**src/include/std_pkg.sv**
```systemverilog
// constants, types and register layout for the slot type detect and host feature block
// assumes a single 100 MHz core clock and an asynchronous active-low reset
// Behaviour
// RULE1 - classify slot as 16-bit, CardBus or dock
// RULE2 - 3.3V dock: CD2 gnd, CD1-VS1, VS2 gnd
// RULE3 - 5.0V dock: CD2 gnd, CD1-VS2, VS1 gnd
// RULE4 - one CD grounded, other tied: CardBus
// RULE5 - both CD grounded: 16-bit; opens+5V key: 5V
// RULE6 - 16-bit low-voltage key sense decode
// RULE7 - slot mux chosen by hardware from detect
// RULE8 - mux applies programmable levels and slew
// RULE9 - dock only on slot A when enabled
// RULE10 - 16-bit card never masters primary bus
// RULE11 - 16-bit hides secondary bus, config still reachable
// RULE12 - CardBus card: only device 0 responds
// RULE13 - config sets are functions 0 and 1
// RULE14 - standard 00h-47h, device-specific 48h-FFh
// RULE15 - any bus master may program config
// RULE16 - device may drive clock-run low
// RULE17 - feature bit 2 disables clock-run, tristates
// RULE18 - dock attached forces running clock request
// RULE19 - feature bit 3 selects debounce interval
// RULE20 - feature bit 1 tristates or drives speaker
// RULE21 - feature bits 7:4 report straps, read-only
// RULE22 - feature register shared, resets to 00h
// RULE23 - classification updates after stable debounce only; code drops a committed dock to bad at once when dock enable clears
package std_pkg;
    localparam int NSLOT = 2;
    localparam int PAT_W = 7;

    typedef enum logic [2:0] {TY_NONE, TY_PCM, TY_CBUS, TY_DOCK, TY_BAD} std_type_e;
    typedef enum logic [2:0] {
        VT_NONE, VT_33, VT_5, VT_33_5, VT_XX, VT_XX_33, VT_XX_33_5, VT_OTHER
    } std_volt_e;

    // voltage-sense pad states
    localparam logic [1:0] SENSE_OPEN = 2'h0;
    localparam logic [1:0] SENSE_GND  = 2'h1;
    localparam logic [1:0] SENSE_CD1  = 2'h2;
    localparam logic [1:0] SENSE_CD2  = 2'h3;

    // configuration space
    localparam logic [2:0] FUNC_A        = 3'h0;
    localparam logic [2:0] FUNC_B        = 3'h1;
    localparam logic [7:0] CFG_STD_LAST  = 8'h47;
    localparam logic [7:0] CFG_HOST_FEAT = 8'h50;
    localparam logic [7:0] CFG_SLOT_STAT = 8'h54;
    localparam logic [7:0] CFG_SLOT_CTRL = 8'h55;

    localparam int HF_SPKR       = 1;
    localparam int HF_CLKRUN_DIS = 2;
    localparam int HF_DEB_LONG   = 3;
    localparam logic [7:0] HOST_FEAT_RST   = 8'h00;
    localparam logic [7:0] HOST_FEAT_WMASK = 8'h0e;

    localparam int SC_DOCK_EN  = 0;
    localparam int SC_PCM_LVL5 = 1;
    localparam int SC_PCI_SLEW = 2;
    localparam logic [7:0] SLOT_CTRL_RST   = 8'h00;
    localparam logic [7:0] SLOT_CTRL_WMASK = 8'h07;

    // timing
    localparam int CLK_MHZ      = 100;
    localparam int DEB_SHORT_MS = 250;
    localparam int DEB_LONG_MS  = 1000;
    localparam int DEB_SHORT_CYC = DEB_SHORT_MS * CLK_MHZ * 1000;
    localparam int DEB_LONG_CYC  = DEB_LONG_MS * CLK_MHZ * 1000;
    localparam int DEB_W         = 27;
    localparam logic [1:0] STRAP_SETTLE = 2'h3;
endpackage : std_pkg

```
**src/include/std_slot_if.sv**
```systemverilog
// signals between the feature controller and one slot detector
// assumes both ends run on core_clk; pin levels arrive already synchronised
interface std_slot_if;
    logic                 cd1N;
    logic                 cd2N;
    logic [1:0]           vs1;
    logic [1:0]           vs2;
    logic                 lvKey;
    logic                 debLong;
    logic                 dockEnable;
    std_pkg::std_type_e   slotType;
    std_pkg::std_volt_e   slotVolt;

    modport det (input cd1N, cd2N, vs1, vs2, lvKey, debLong, dockEnable,
                 output slotType, slotVolt);
    modport ctrl (output cd1N, cd2N, vs1, vs2, lvKey, debLong, dockEnable,
                  input slotType, slotVolt);
endinterface : std_slot_if

```
**src/design/std_slot_detect.sv**
```systemverilog
// debounced card type classifier for one slot
// assumes synchronised detect and sense levels on the interface
module std_slot_detect #(
    parameter bit DOCK_CAPABLE = 1'b0,
    parameter int DEB_W        = std_pkg::DEB_W,
    parameter int SHORT_CYC    = std_pkg::DEB_SHORT_CYC,
    parameter int LONG_CYC     = std_pkg::DEB_LONG_CYC
) (
    // clock and reset
    input wire logic core_clk,
    input wire logic nrst,
    // slot side
    std_slot_if.det  sl
);
    logic [std_pkg::PAT_W-1:0] pat;
    logic [std_pkg::PAT_W-1:0] patPrev;
    logic [std_pkg::PAT_W-1:0] next_patPrev;
    logic [DEB_W-1:0]          cnt;
    logic [DEB_W-1:0]          next_cnt;
    logic [DEB_W-1:0]          limit;
    logic                      full;
    logic                      dockOk;
    std_pkg::std_type_e        rawType;
    std_pkg::std_type_e        next_type;
    std_pkg::std_volt_e        rawVolt;
    std_pkg::std_volt_e        next_volt;

    assign pat    = {sl.cd1N, sl.cd2N, sl.vs1, sl.vs2, sl.lvKey};
    assign dockOk = DOCK_CAPABLE && sl.dockEnable;                         // RULE9

    // pattern decode
    always_comb begin
        rawType = std_pkg::TY_BAD;
        rawVolt = std_pkg::VT_OTHER;
        if (!sl.cd1N && !sl.cd2N) begin
            rawType = std_pkg::TY_PCM;                                     // RULE5
            if (sl.vs1 == std_pkg::SENSE_OPEN && sl.vs2 == std_pkg::SENSE_OPEN && !sl.lvKey)
                rawVolt = std_pkg::VT_5;                                   // RULE5
            else if (sl.vs1 == std_pkg::SENSE_GND && sl.vs2 == std_pkg::SENSE_OPEN)
                rawVolt = sl.lvKey ? std_pkg::VT_33 : std_pkg::VT_33_5;   // RULE6
            else if (sl.vs1 == std_pkg::SENSE_OPEN && sl.vs2 == std_pkg::SENSE_GND && sl.lvKey)
                rawVolt = std_pkg::VT_XX;
            else if (sl.vs1 == std_pkg::SENSE_GND && sl.vs2 == std_pkg::SENSE_GND)
                rawVolt = sl.lvKey ? std_pkg::VT_XX_33 : std_pkg::VT_XX_33_5; // RULE6
            else
                rawType = std_pkg::TY_BAD;
        end else if (!sl.cd2N) begin
            if (sl.vs1 == std_pkg::SENSE_CD1 && sl.vs2 == std_pkg::SENSE_GND) begin
                rawType = std_pkg::TY_DOCK;                                // RULE2
                rawVolt = std_pkg::VT_33;
            end else if (sl.vs2 == std_pkg::SENSE_CD1 && sl.vs1 == std_pkg::SENSE_GND) begin
                rawType = std_pkg::TY_DOCK;                                // RULE3
                rawVolt = std_pkg::VT_5;
            end else if (sl.vs1 == std_pkg::SENSE_CD1 || sl.vs2 == std_pkg::SENSE_CD1) begin
                rawType = std_pkg::TY_CBUS;                                // RULE4
                if (sl.vs1 == std_pkg::SENSE_CD1 && sl.vs2 == std_pkg::SENSE_OPEN)
                    rawVolt = std_pkg::VT_33;
            end
        end else if (!sl.cd1N) begin
            if (sl.vs1 == std_pkg::SENSE_CD2 || sl.vs2 == std_pkg::SENSE_CD2)
                rawType = std_pkg::TY_CBUS;                                // RULE4
        end else begin
            rawType = std_pkg::TY_NONE;
            rawVolt = std_pkg::VT_NONE;
        end
        if (rawType == std_pkg::TY_DOCK && !dockOk)
            rawType = std_pkg::TY_BAD;                                     // RULE9
    end

    // debounce: commit only after the pattern stood still for the interval, except a dock dropping to bad when dock enable clears
    always_comb begin
        limit = sl.debLong ? DEB_W'(LONG_CYC - 1) : DEB_W'(SHORT_CYC - 1); // RULE19
        full  = (pat == patPrev) && (cnt == limit);
        next_patPrev = pat;
        if (pat != patPrev)
            next_cnt = '0;                                                 // RULE23
        else if (cnt < limit)
            next_cnt = cnt + DEB_W'(1);
        else
            next_cnt = cnt;
        next_type = full ? rawType : sl.slotType;                          // RULE23
        next_volt = full ? rawVolt : sl.slotVolt;
        if (next_type == std_pkg::TY_DOCK && !dockOk)
            next_type = std_pkg::TY_BAD;                                   // RULE9
    end

    always_ff @(posedge core_clk or negedge nrst) begin
        if (!nrst) begin
            patPrev     <= '0;
            cnt         <= '0;
            sl.slotType <= std_pkg::TY_NONE;
            sl.slotVolt <= std_pkg::VT_NONE;
        end else begin
            patPrev     <= next_patPrev;
            cnt         <= next_cnt;
            sl.slotType <= next_type;
            sl.slotVolt <= next_volt;
        end
    end

    property p_commit_stable;
        @(posedge core_clk) disable iff (!nrst)
        $changed(sl.slotType) |-> $past(full) || $past(sl.slotType) == std_pkg::TY_DOCK;
    endproperty
    a_commit_stable: assert property (p_commit_stable) else $error("type changed unstable"); // RULE23

    property p_dock_gated;
        @(posedge core_clk) disable iff (!nrst)
        sl.slotType == std_pkg::TY_DOCK |-> DOCK_CAPABLE && $past(sl.dockEnable);
    endproperty
    a_dock_gated: assert property (p_dock_gated) else $error("dock without enable"); // RULE9

    property p_restart;
        @(posedge core_clk) disable iff (!nrst)
        pat != patPrev |=> cnt == '0 && $stable(sl.slotType);
    endproperty
    a_restart: assert property (p_restart) else $error("debounce not restarted"); // RULE23
endmodule : std_slot_detect

```
**src/design/std_host_ctrl.sv**
```systemverilog
// slot type detection, slot mux steering, clock-run and host feature register
// assumes a config-cycle decoder upstream presenting one request per cycle on the cfg port
module std_host_ctrl #(
    parameter int DEB_SHORT_CYC = std_pkg::DEB_SHORT_CYC,
    parameter int DEB_LONG_CYC  = std_pkg::DEB_LONG_CYC
) (
    // clock and reset
    input  wire logic        core_clk,
    input  wire logic        nrst,
    // slot pins, index 0 is slot A
    input  wire logic [1:0]      cd1N,
    input  wire logic [1:0]      cd2N,
    input  wire logic [1:0][1:0] vs1,
    input  wire logic [1:0][1:0] vs2,
    input  wire logic [1:0]      lowVoltageKey,
    input  wire logic [1:0]      slotSpeaker,
    // reset straps: zoomed video, legacy, identification, irq latch
    input  wire logic [3:0]      strapPins,
    // configuration access
    input  wire logic        cfgReq,
    input  wire logic        cfgWr,
    input  wire logic [2:0]  cfgFunc,
    input  wire logic [7:0]  cfgIndex,
    input  wire logic [7:0]  cfgWdata,
    output logic             cfgAck,
    output logic [7:0]       cfgRdata,
    // clock-run pin and request from the bridge
    input  wire logic        clkrunIn,
    input  wire logic        clkRunReq,
    output logic             clkrunOut,
    output logic             clkrunOe,
    // speaker pin
    output logic             speakerOutDrive,
    output logic             speakerOe,
    // slot steering
    output logic [1:0]       muxPciSel,
    output logic [1:0]       secMasterEn,
    output logic [1:0]       onlyDev0,
    output logic [1:0]       ioLevel5,
    output logic [1:0]       slewFast,
    output logic [1:0][2:0]  slotType,
    output logic [1:0][2:0]  slotVolt
);
    localparam int NS = std_pkg::NSLOT;
    localparam int SYW = 8 * NS + 5;

    // two-flop synchronisers on every pin input
    logic [SYW-1:0] syMeta;
    logic [SYW-1:0] sySync;
    logic [SYW-1:0] pinRaw;
    assign pinRaw = {cd1N, cd2N, vs1, vs2, lowVoltageKey, slotSpeaker, strapPins,
                     clkrunIn};

    always_ff @(posedge core_clk or negedge nrst) begin
        if (!nrst) begin
            syMeta <= '0;
            sySync <= '0;
        end else begin
            syMeta <= pinRaw;
            sySync <= syMeta;
        end
    end

    logic [1:0]      sCd1N;
    logic [1:0]      sCd2N;
    logic [1:0][1:0] sVs1;
    logic [1:0][1:0] sVs2;
    logic [1:0]      sLv;
    logic [1:0]      sSpk;
    logic [3:0]      sStrap;
    logic            sClkrun;
    assign {sCd1N, sCd2N, sVs1, sVs2, sLv, sSpk, sStrap, sClkrun} = sySync;

    // registers
    logic [7:0]      hfCtrl;
    logic [7:0]      next_hfCtrl;
    logic [3:0]      strapReg;
    logic [3:0]      next_strapReg;
    logic [1:0]      strapCnt;
    logic [1:0]      next_strapCnt;
    logic [NS-1:0][7:0] slotCtrl;
    logic [NS-1:0][7:0] next_slotCtrl;
    logic [7:0]      hfView;
    logic            claim;
    logic            fIdx;

    std_slot_if slotIf[NS] ();

    for (genvar s = 0; s < NS; s++) begin : g_slot
        assign slotIf[s].cd1N       = sCd1N[s];
        assign slotIf[s].cd2N       = sCd2N[s];
        assign slotIf[s].vs1        = sVs1[s];
        assign slotIf[s].vs2        = sVs2[s];
        assign slotIf[s].lvKey      = sLv[s];
        assign slotIf[s].debLong    = hfCtrl[std_pkg::HF_DEB_LONG];        // RULE19
        assign slotIf[s].dockEnable = slotCtrl[s][std_pkg::SC_DOCK_EN];
        std_slot_detect #(
            .DOCK_CAPABLE (s == 0),
            .DEB_W        (std_pkg::DEB_W),
            .SHORT_CYC    (DEB_SHORT_CYC),
            .LONG_CYC     (DEB_LONG_CYC)
        ) u_det (
            .core_clk (core_clk),
            .nrst     (nrst),
            .sl       (slotIf[s])
        );
    end

    std_pkg::std_type_e [NS-1:0] detType;
    std_pkg::std_volt_e [NS-1:0] detVolt;
    for (genvar s = 0; s < NS; s++) begin : g_res
        assign detType[s] = slotIf[s].slotType;
        assign detVolt[s] = slotIf[s].slotVolt;
    end

    // config decode: any master's cycle arriving here is served alike
    assign claim  = cfgReq && (cfgFunc == std_pkg::FUNC_A || cfgFunc == std_pkg::FUNC_B); // RULE13 RULE15
    assign fIdx   = (cfgFunc == std_pkg::FUNC_B);
    assign hfView = (hfCtrl & std_pkg::HOST_FEAT_WMASK) | {strapReg, 4'h0};       // RULE21

    logic [7:0] next_cfgRdata;
    logic       next_cfgAck;

    always_comb begin
        next_hfCtrl   = hfCtrl;
        next_slotCtrl = slotCtrl;
        next_cfgAck   = claim;
        next_cfgRdata = cfgRdata;
        next_strapCnt = strapCnt;
        next_strapReg = strapReg;
        // straps latched once the synchronisers have settled after reset
        if (strapCnt != std_pkg::STRAP_SETTLE)
            next_strapCnt = strapCnt + 2'h1;
        if (strapCnt == std_pkg::STRAP_SETTLE - 2'h1)
            next_strapReg = sStrap;                                        // RULE21
        if (claim) begin
            next_cfgRdata = 8'h00;                                         // RULE14
            if (cfgIndex > std_pkg::CFG_STD_LAST) begin
                unique case (cfgIndex)
                    std_pkg::CFG_HOST_FEAT: next_cfgRdata = hfView;        // RULE22
                    std_pkg::CFG_SLOT_STAT: next_cfgRdata = {2'h0, detVolt[fIdx], detType[fIdx]};
                    std_pkg::CFG_SLOT_CTRL: next_cfgRdata = slotCtrl[fIdx];
                    default:                next_cfgRdata = 8'h00;
                endcase
            end
            if (cfgWr && cfgIndex == std_pkg::CFG_HOST_FEAT)
                next_hfCtrl = cfgWdata & std_pkg::HOST_FEAT_WMASK;         // RULE22
            if (cfgWr && cfgIndex == std_pkg::CFG_SLOT_CTRL) begin
                next_slotCtrl[fIdx] = cfgWdata & std_pkg::SLOT_CTRL_WMASK; // RULE8
                if (fIdx)
                    next_slotCtrl[fIdx][std_pkg::SC_DOCK_EN] = 1'b0;       // RULE9
            end
        end
    end

    always_ff @(posedge core_clk or negedge nrst) begin
        if (!nrst) begin
            hfCtrl   <= std_pkg::HOST_FEAT_RST;                           // RULE22
            slotCtrl <= {NS{std_pkg::SLOT_CTRL_RST}};
            strapReg <= 4'h0;
            strapCnt <= 2'h0;
            cfgAck   <= 1'b0;
            cfgRdata <= 8'h00;
        end else begin
            hfCtrl   <= next_hfCtrl;
            slotCtrl <= next_slotCtrl;
            strapReg <= next_strapReg;
            strapCnt <= next_strapCnt;
            cfgAck   <= next_cfgAck;
            cfgRdata <= next_cfgRdata;
        end
    end

    // pins and slot steering
    logic            next_clkrunOe;
    logic            next_spkOut;
    logic            next_spkOe;
    logic [1:0]      next_muxPciSel;
    logic [1:0]      next_secMasterEn;
    logic [1:0]      next_onlyDev0;
    logic [1:0]      next_ioLevel5;
    logic [1:0]      next_slewFast;
    logic [1:0][2:0] next_slotType;
    logic [1:0][2:0] next_slotVolt;
    logic            dockA;

    assign dockA = (detType[0] == std_pkg::TY_DOCK);

    always_comb begin
        // start while the host lets the line float high, or at once with a dock on slot A, then hold for the request
        next_clkrunOe = !hfCtrl[std_pkg::HF_CLKRUN_DIS]                    // RULE17
                        && (dockA                                          // RULE18
                            || (clkRunReq && (sClkrun || clkrunOe)));      // RULE16
        next_spkOut   = |sSpk;
        next_spkOe    = hfCtrl[std_pkg::HF_SPKR];                          // RULE20
        for (int s = 0; s < NS; s++) begin
            next_muxPciSel[s]   = (detType[s] == std_pkg::TY_CBUS)
                                  || (detType[s] == std_pkg::TY_DOCK);     // RULE7 RULE11
            next_secMasterEn[s] = next_muxPciSel[s];                       // RULE10
            next_onlyDev0[s]    = (detType[s] == std_pkg::TY_CBUS);        // RULE12
            next_ioLevel5[s]    = !next_muxPciSel[s]
                                  && slotCtrl[s][std_pkg::SC_PCM_LVL5];    // RULE8
            next_slewFast[s]    = next_muxPciSel[s]
                                  && slotCtrl[s][std_pkg::SC_PCI_SLEW];    // RULE8
            next_slotType[s]    = detType[s];                              // RULE1
            next_slotVolt[s]    = detVolt[s];
        end
    end

    always_ff @(posedge core_clk or negedge nrst) begin
        if (!nrst) begin
            clkrunOut       <= 1'b0;
            clkrunOe        <= 1'b0;
            speakerOutDrive <= 1'b0;
            speakerOe       <= 1'b0;
            muxPciSel       <= '0;
            secMasterEn     <= '0;
            onlyDev0        <= '0;
            ioLevel5        <= '0;
            slewFast        <= '0;
            slotType        <= '0;
            slotVolt        <= '0;
        end else begin
            clkrunOut       <= 1'b0;
            clkrunOe        <= next_clkrunOe;
            speakerOutDrive <= next_spkOut;
            speakerOe       <= next_spkOe;
            muxPciSel       <= next_muxPciSel;
            secMasterEn     <= next_secMasterEn;
            onlyDev0        <= next_onlyDev0;
            ioLevel5        <= next_ioLevel5;
            slewFast        <= next_slewFast;
            slotType        <= next_slotType;
            slotVolt        <= next_slotVolt;
        end
    end

    property p_cfg_ack;
        @(posedge core_clk) disable iff (!nrst)
        cfgReq && cfgFunc <= std_pkg::FUNC_B |=> cfgAck;
    endproperty
    a_cfg_ack: assert property (p_cfg_ack) else $error("claimed cycle not acked"); // RULE13

    property p_cfg_unclaimed;
        @(posedge core_clk) disable iff (!nrst)
        !cfgReq || cfgFunc > std_pkg::FUNC_B |=> !cfgAck;
    endproperty
    a_cfg_unclaimed: assert property (p_cfg_unclaimed) else $error("unclaimed ack"); // RULE13

    property p_clkrun_dis;
        @(posedge core_clk) disable iff (!nrst)
        hfCtrl[std_pkg::HF_CLKRUN_DIS] |=> !clkrunOe && !clkrunOut;
    endproperty
    a_clkrun_dis: assert property (p_clkrun_dis) else $error("clkrun driven while off"); // RULE17

    property p_dock_clk;
        @(posedge core_clk) disable iff (!nrst)
        dockA && !hfCtrl[std_pkg::HF_CLKRUN_DIS] |=> clkrunOe;
    endproperty
    a_dock_clk: assert property (p_dock_clk) else $error("dock without clock request"); // RULE18

    property p_spk_write;
        @(posedge core_clk) disable iff (!nrst)
        claim && cfgWr && cfgIndex == std_pkg::CFG_HOST_FEAT |=> ##1 speakerOe == $past(cfgWdata[1], 2);
    endproperty
    a_spk_write: assert property (p_spk_write) else $error("speaker enable wrong"); // RULE20

    property p_pcm_slave;
        @(posedge core_clk) disable iff (!nrst)
        detType[0] == std_pkg::TY_PCM |=> !muxPciSel[0] && !secMasterEn[0];
    endproperty
    a_pcm_slave: assert property (p_pcm_slave) else $error("16-bit card exposed pci"); // RULE10

    property p_cbus_dev0;
        @(posedge core_clk) disable iff (!nrst)
        detType[0] == std_pkg::TY_CBUS |=> onlyDev0[0] && muxPciSel[0];
    endproperty
    a_cbus_dev0: assert property (p_cbus_dev0) else $error("cardbus not device 0 only"); // RULE12

    property p_strap_ro;
        @(posedge core_clk) disable iff (!nrst)
        claim && cfgWr && cfgIndex == std_pkg::CFG_HOST_FEAT |=> hfCtrl[7:4] == 4'h0;
    endproperty
    a_strap_ro: assert property (p_strap_ro) else $error("strap bits written"); // RULE21
endmodule : std_host_ctrl

```
**config.mk**
```make
export PLATFORM = sky130hd
export DESIGN_NAME = std_host_ctrl
export DESIGN_NICKNAME = d
export VERILOG_FILES = /design/src/include/std_pkg.sv /design/src/include/std_slot_if.sv /design/src/design/std_slot_detect.sv /design/src/design/std_host_ctrl.sv
export SDC_FILE = /design/constraint.sdc
export NUM_CORES = 1
export LEC_CHECK = 0
export ABC_CLOCK_PERIOD_IN_PS = 4000
export BUFFER_PORTS_ARGS = -buffer_cell sky130_fd_sc_hd__buf_2
export CAP_MARGIN = 20
export CORE_MARGIN = 2
export CORE_UTILIZATION = 45
export DETAILED_ROUTE_END_ITERATION = 7
export GPL_TIMING_DRIVEN = 0
export SLEW_MARGIN = 20
export SYNTH_ARGS = -nofsm -noshare
export SYNTH_HDL_FRONTEND = slang
export SYNTH_SLANG_ARGS = --single-unit
```
**constraint.sdc**
```tcl
create_clock -name core_clk -period 4 [get_ports core_clk]
set_input_delay 0.4 -clock core_clk [delete_from_list [all_inputs] [get_ports core_clk]]
set_output_delay 0.4 -clock core_clk [all_outputs]
set_load 0.02 [all_outputs]
```
==> run_results.csv <==
group,metric,value,unit
logic_synthesis,synth_edf_count,0,
die,core_area,16700,um2
sta,worstMarginPinSlew,0.9311,ns
global_routing,grt_max_degree,104,
sta,relSlewSlack,37.55,%
power,combPwrFrac,4.1,%
power,internal-power,0.002746,W
setup_path,cp.required,4.30,ns
run_status,status,"finished, final reports clean",
power,peakVddDrop,0.3896,mV
cts,cts_sinks,169,
sta,whs,0.06950,ns
global_routing,grt_pass1_vias,5830,
logic_synthesis,avgSynthCellArea,10.76,um2
cts,clk_pin_slew,0.07,ns
layout,fin_nets,876,
cts,clockBufferDepth,2,
layout,drive_above_1_share,16.50,%
global_routing,antenna_found_initial,2,
logic_synthesis,synth_top_area_cell,"dfrtp_1",
logic_synthesis,ys_seq_elements,169,
logic_synthesis,ys_top_cells_by_count,"dfrtp_1, nand2_1, a21oi_1, o21ai_0, clkbuf_1",
logic_synthesis,syn_inst,717,
power,power.density,399.0,nW/um2
logic_synthesis,yosys.area.top_type_share,54.80,%
setup_path,worst-setup-path-type,"reg -> reg",
logic_synthesis,ys_top_cells_by_area,"dfrtp_1, ha_1, nand2_1",
setup_path,crit_fanout,11,
power,clockPowerShare,47.0,%
logic_synthesis,synthArstFlopShare,100.0,%
sta,drv_slew,0,
detailed_routing,drt_iter0_drc,374,
placed_design,pre_cts_ws,0.4986,ns
detailed_routing,num_vias,5924,
cts,cts_buffers,17,
logic_synthesis,yosys.cell_count.top_type,"dfrtp_1",
die,initial_utilization,46.21,%
sta,period_minus_slack,3.527,ns
sta,rsz0062_at_grt,"no",
logic_synthesis,ys_warn_count,0,
logic_synthesis,ys_types,57,
die,row_count,47,
logic_synthesis,seq_area_frac_synth,54.80,%
power,p_sw_share,23.65,%
setup_path,arrival,3.83,ns
global_routing,overflow,0,
sta,final.setup.tns,0,ns
die,die_w,135.0,um
global_routing,track_usage,20.07,%
sta,finalCritPeriodShare,88.17,%
cts,cts_resized,0,
sta,max_freq,283.5,MHz
detailed_routing,drt-pass1-iter-count,7,
placed_design,hpwl,12040,um
detailed_routing,drt-total-wl,17320,um
detailed_routing,postRouteAntennaNets,0,
sta,final-setup-viol-count,0,
layout,synthToLayoutAreaGrowth,16.80,%
setup_path,crit_path_end_kind,"register",
logic_synthesis,synthFlopType,"dfrtp_1",
cts,htree_levels,4,
logic_synthesis,synth_fp_nets,782,
placed_design,numPortBuffers,73,
layout,nFillCells,1504,
die,die_h,135.0,um
min_path,min_path_type,"in -> reg",
setup_path,crit_path_start_kind,"register",
sta,finalWorstSetupSlack,0.4733,ns
global_routing,grt_pass1_wl,28730,um
logic_synthesis,syn_area,7717,um2
die,die_area,18210,um2
power,switchingPower,0.0008506,W
detailed_routing,drc,0,
cts,cts_tree,"built",
power,p_leak,4.077,nW
power,total_power,0.003597,W
detailed_routing,viasPerCell,5.663,
job,maxCapViolations,0,
detailed_routing,wire_per_inst,16.56,um
power,seq_power_share,48.9,%
sta,hold_viol,0,
cts,clk_latency,0.43,ns
placed_design,gp_congestion,0.8265,
cts,root_buffer,"clkbuf_16",
sta,clock_skew,0.008303,ns
die,io_pins,80,
[area by class of cell]
cell class | count | area (um2) | share of cell area (%)
antenna | 2 | 5.005 | 0.05552
tap | 220 | 275.3 | 3.054
buffer | 36 | 153.9 | 1.707
timing repair buffer | 75 | 412.9 | 4.581
clock buffer | 18 | 429.2 | 4.761
clock inverter | 14 | 173.9 | 1.929
sequential | 169 | 4229 | 46.92
inverter | 17 | 63.81 | 0.7079
multi-input combinational | 495 | 3271 | 36.29
[final timing paths]
kind                                       startpoint                                   to  slack, ns  cells after the start
worst min-delay path                          cd2N[1]                 syMeta[18]$_DFF_PN0_       0.07                      1
min in group asynchronous                        nrst  g_slot[0].u_det.cnt[21]$_DFFE_PN0P_       0.51                      2
worst max register to register  hfCtrl[3]$_DFFE_PN0P_   g_slot[0].u_det.cnt[1]$_DFFE_PN0P_       0.47                     10
worst max-delay path            hfCtrl[3]$_DFFE_PN0P_   g_slot[0].u_det.cnt[1]$_DFFE_PN0P_       0.47                     10
max in group asynchronous                        nrst              strapCnt[0]$_DFFE_PN0P_       2.63                      3
worst min register to register    syMeta[2]$_DFF_PN0_                  sySync[2]$_DFF_PN0_       0.35                      0
[power groups by stage]
stage / Combinational [W] / Sequential (W) / Clock, W
6_report: 0.000148 / 0.00176 / 0.00169
5_1_grt: 0.000168 / 0.00176 / 0.00181
4_1_cts: 0.000151 / 0.00176 / 0.00172
2_1_floorplan: 0.0000711 / 0.00179 / 0
3_5_place_dp: 0.000150 / 0.00179 / 0
3_3_place_gp: 0.000139 / 0.00179 / 0
[layer usage]
layer	track usage [%]	routed length (um)	vias up
li1	-	-	2844
met5	0	0	-
met4	6.655	268	0
met2	31.70	8061	162
met1	27.61	8085	2896
met3	4.617	901	22
[what timing repair did]
action / in CTS / in global routing
hold endpoints to repair: 66 / 0
endpoints found under the setup margin: 0 / 0
hold buffers: 1 / 0
buffers inserted: 0 / 0
[metrics by stage]
stage | utilization, % | cells | instance area, um2
2_1_floorplan | - | 717 | 7717
3_3_place_gp | 50.04 | 1010 | 8358
3_5_place_dp | 50.27 | 1011 | 8396
4_1_cts | 53.94 | 1044 | 9009
5_1_grt | 53.96 | 1045 | 9011
6_report | 53.97 | 1046 | 9014
[kinds of logic after synthesis]
family	synth area share, %
fa+ha+maj	3.243
compound gates	14.48
mux	3.307
flops	54.80
xor+xnor	2.951
simple gates	18.35
other cells	0.04859
buf+inv	2.821
[registers in the layout, indices dropped and copies added, names as in the netlist, 6 cells and up, named ones only]
signal                    flops
slotType                      6
g_slot.u_det.sl.slotVolt      6
syMeta                       21
g_slot.u_det.sl.slotType      6
g_slot.u_det.cnt             54
slotVolt                      6
g_slot.u_det.patPrev         14
cfgRdata                      8
sySync                       21
[worst max-delay path: stages, from the launching register on]
cell and delay, ns:
dfrtp_1 0.55, inv_1 0.37, ha_1 0.39, and4b_1 0.21, nand4_1 0.14, o31ai_1 0.30
a221o_1 0.34, clkbuf_1 0.37, clkbuf_1 0.45, mux2i_1 0.24, nor2_1 0.05
[placed cells by master, fill, tap and decap left out, drive strengths merged, types with 3 or more instances in the layout]
cell type,instances
a21oi,47
nor2,28
nand3,27
inv,26
nand2b,7
nor4,8
nor4bb,3
and3,12
and4,7
o32ai,3
and2,11
xnor2,15
a21o,10
mux4,3
clkbuf,49
o211ai,10
a31o,3
dfrtp,169
o21a,5
nor2b,3
or2,4
nand2,64
mux2i,3
o31ai,21
or4,30
nor3,7
o21ai,39
a31oi,4
buf,79
or3,16
nand4,17
xor2,11
ha,20
a211oi,4
a22o,9
mux2,14
nor3b,5
Power figures use the tool's default switching activity.
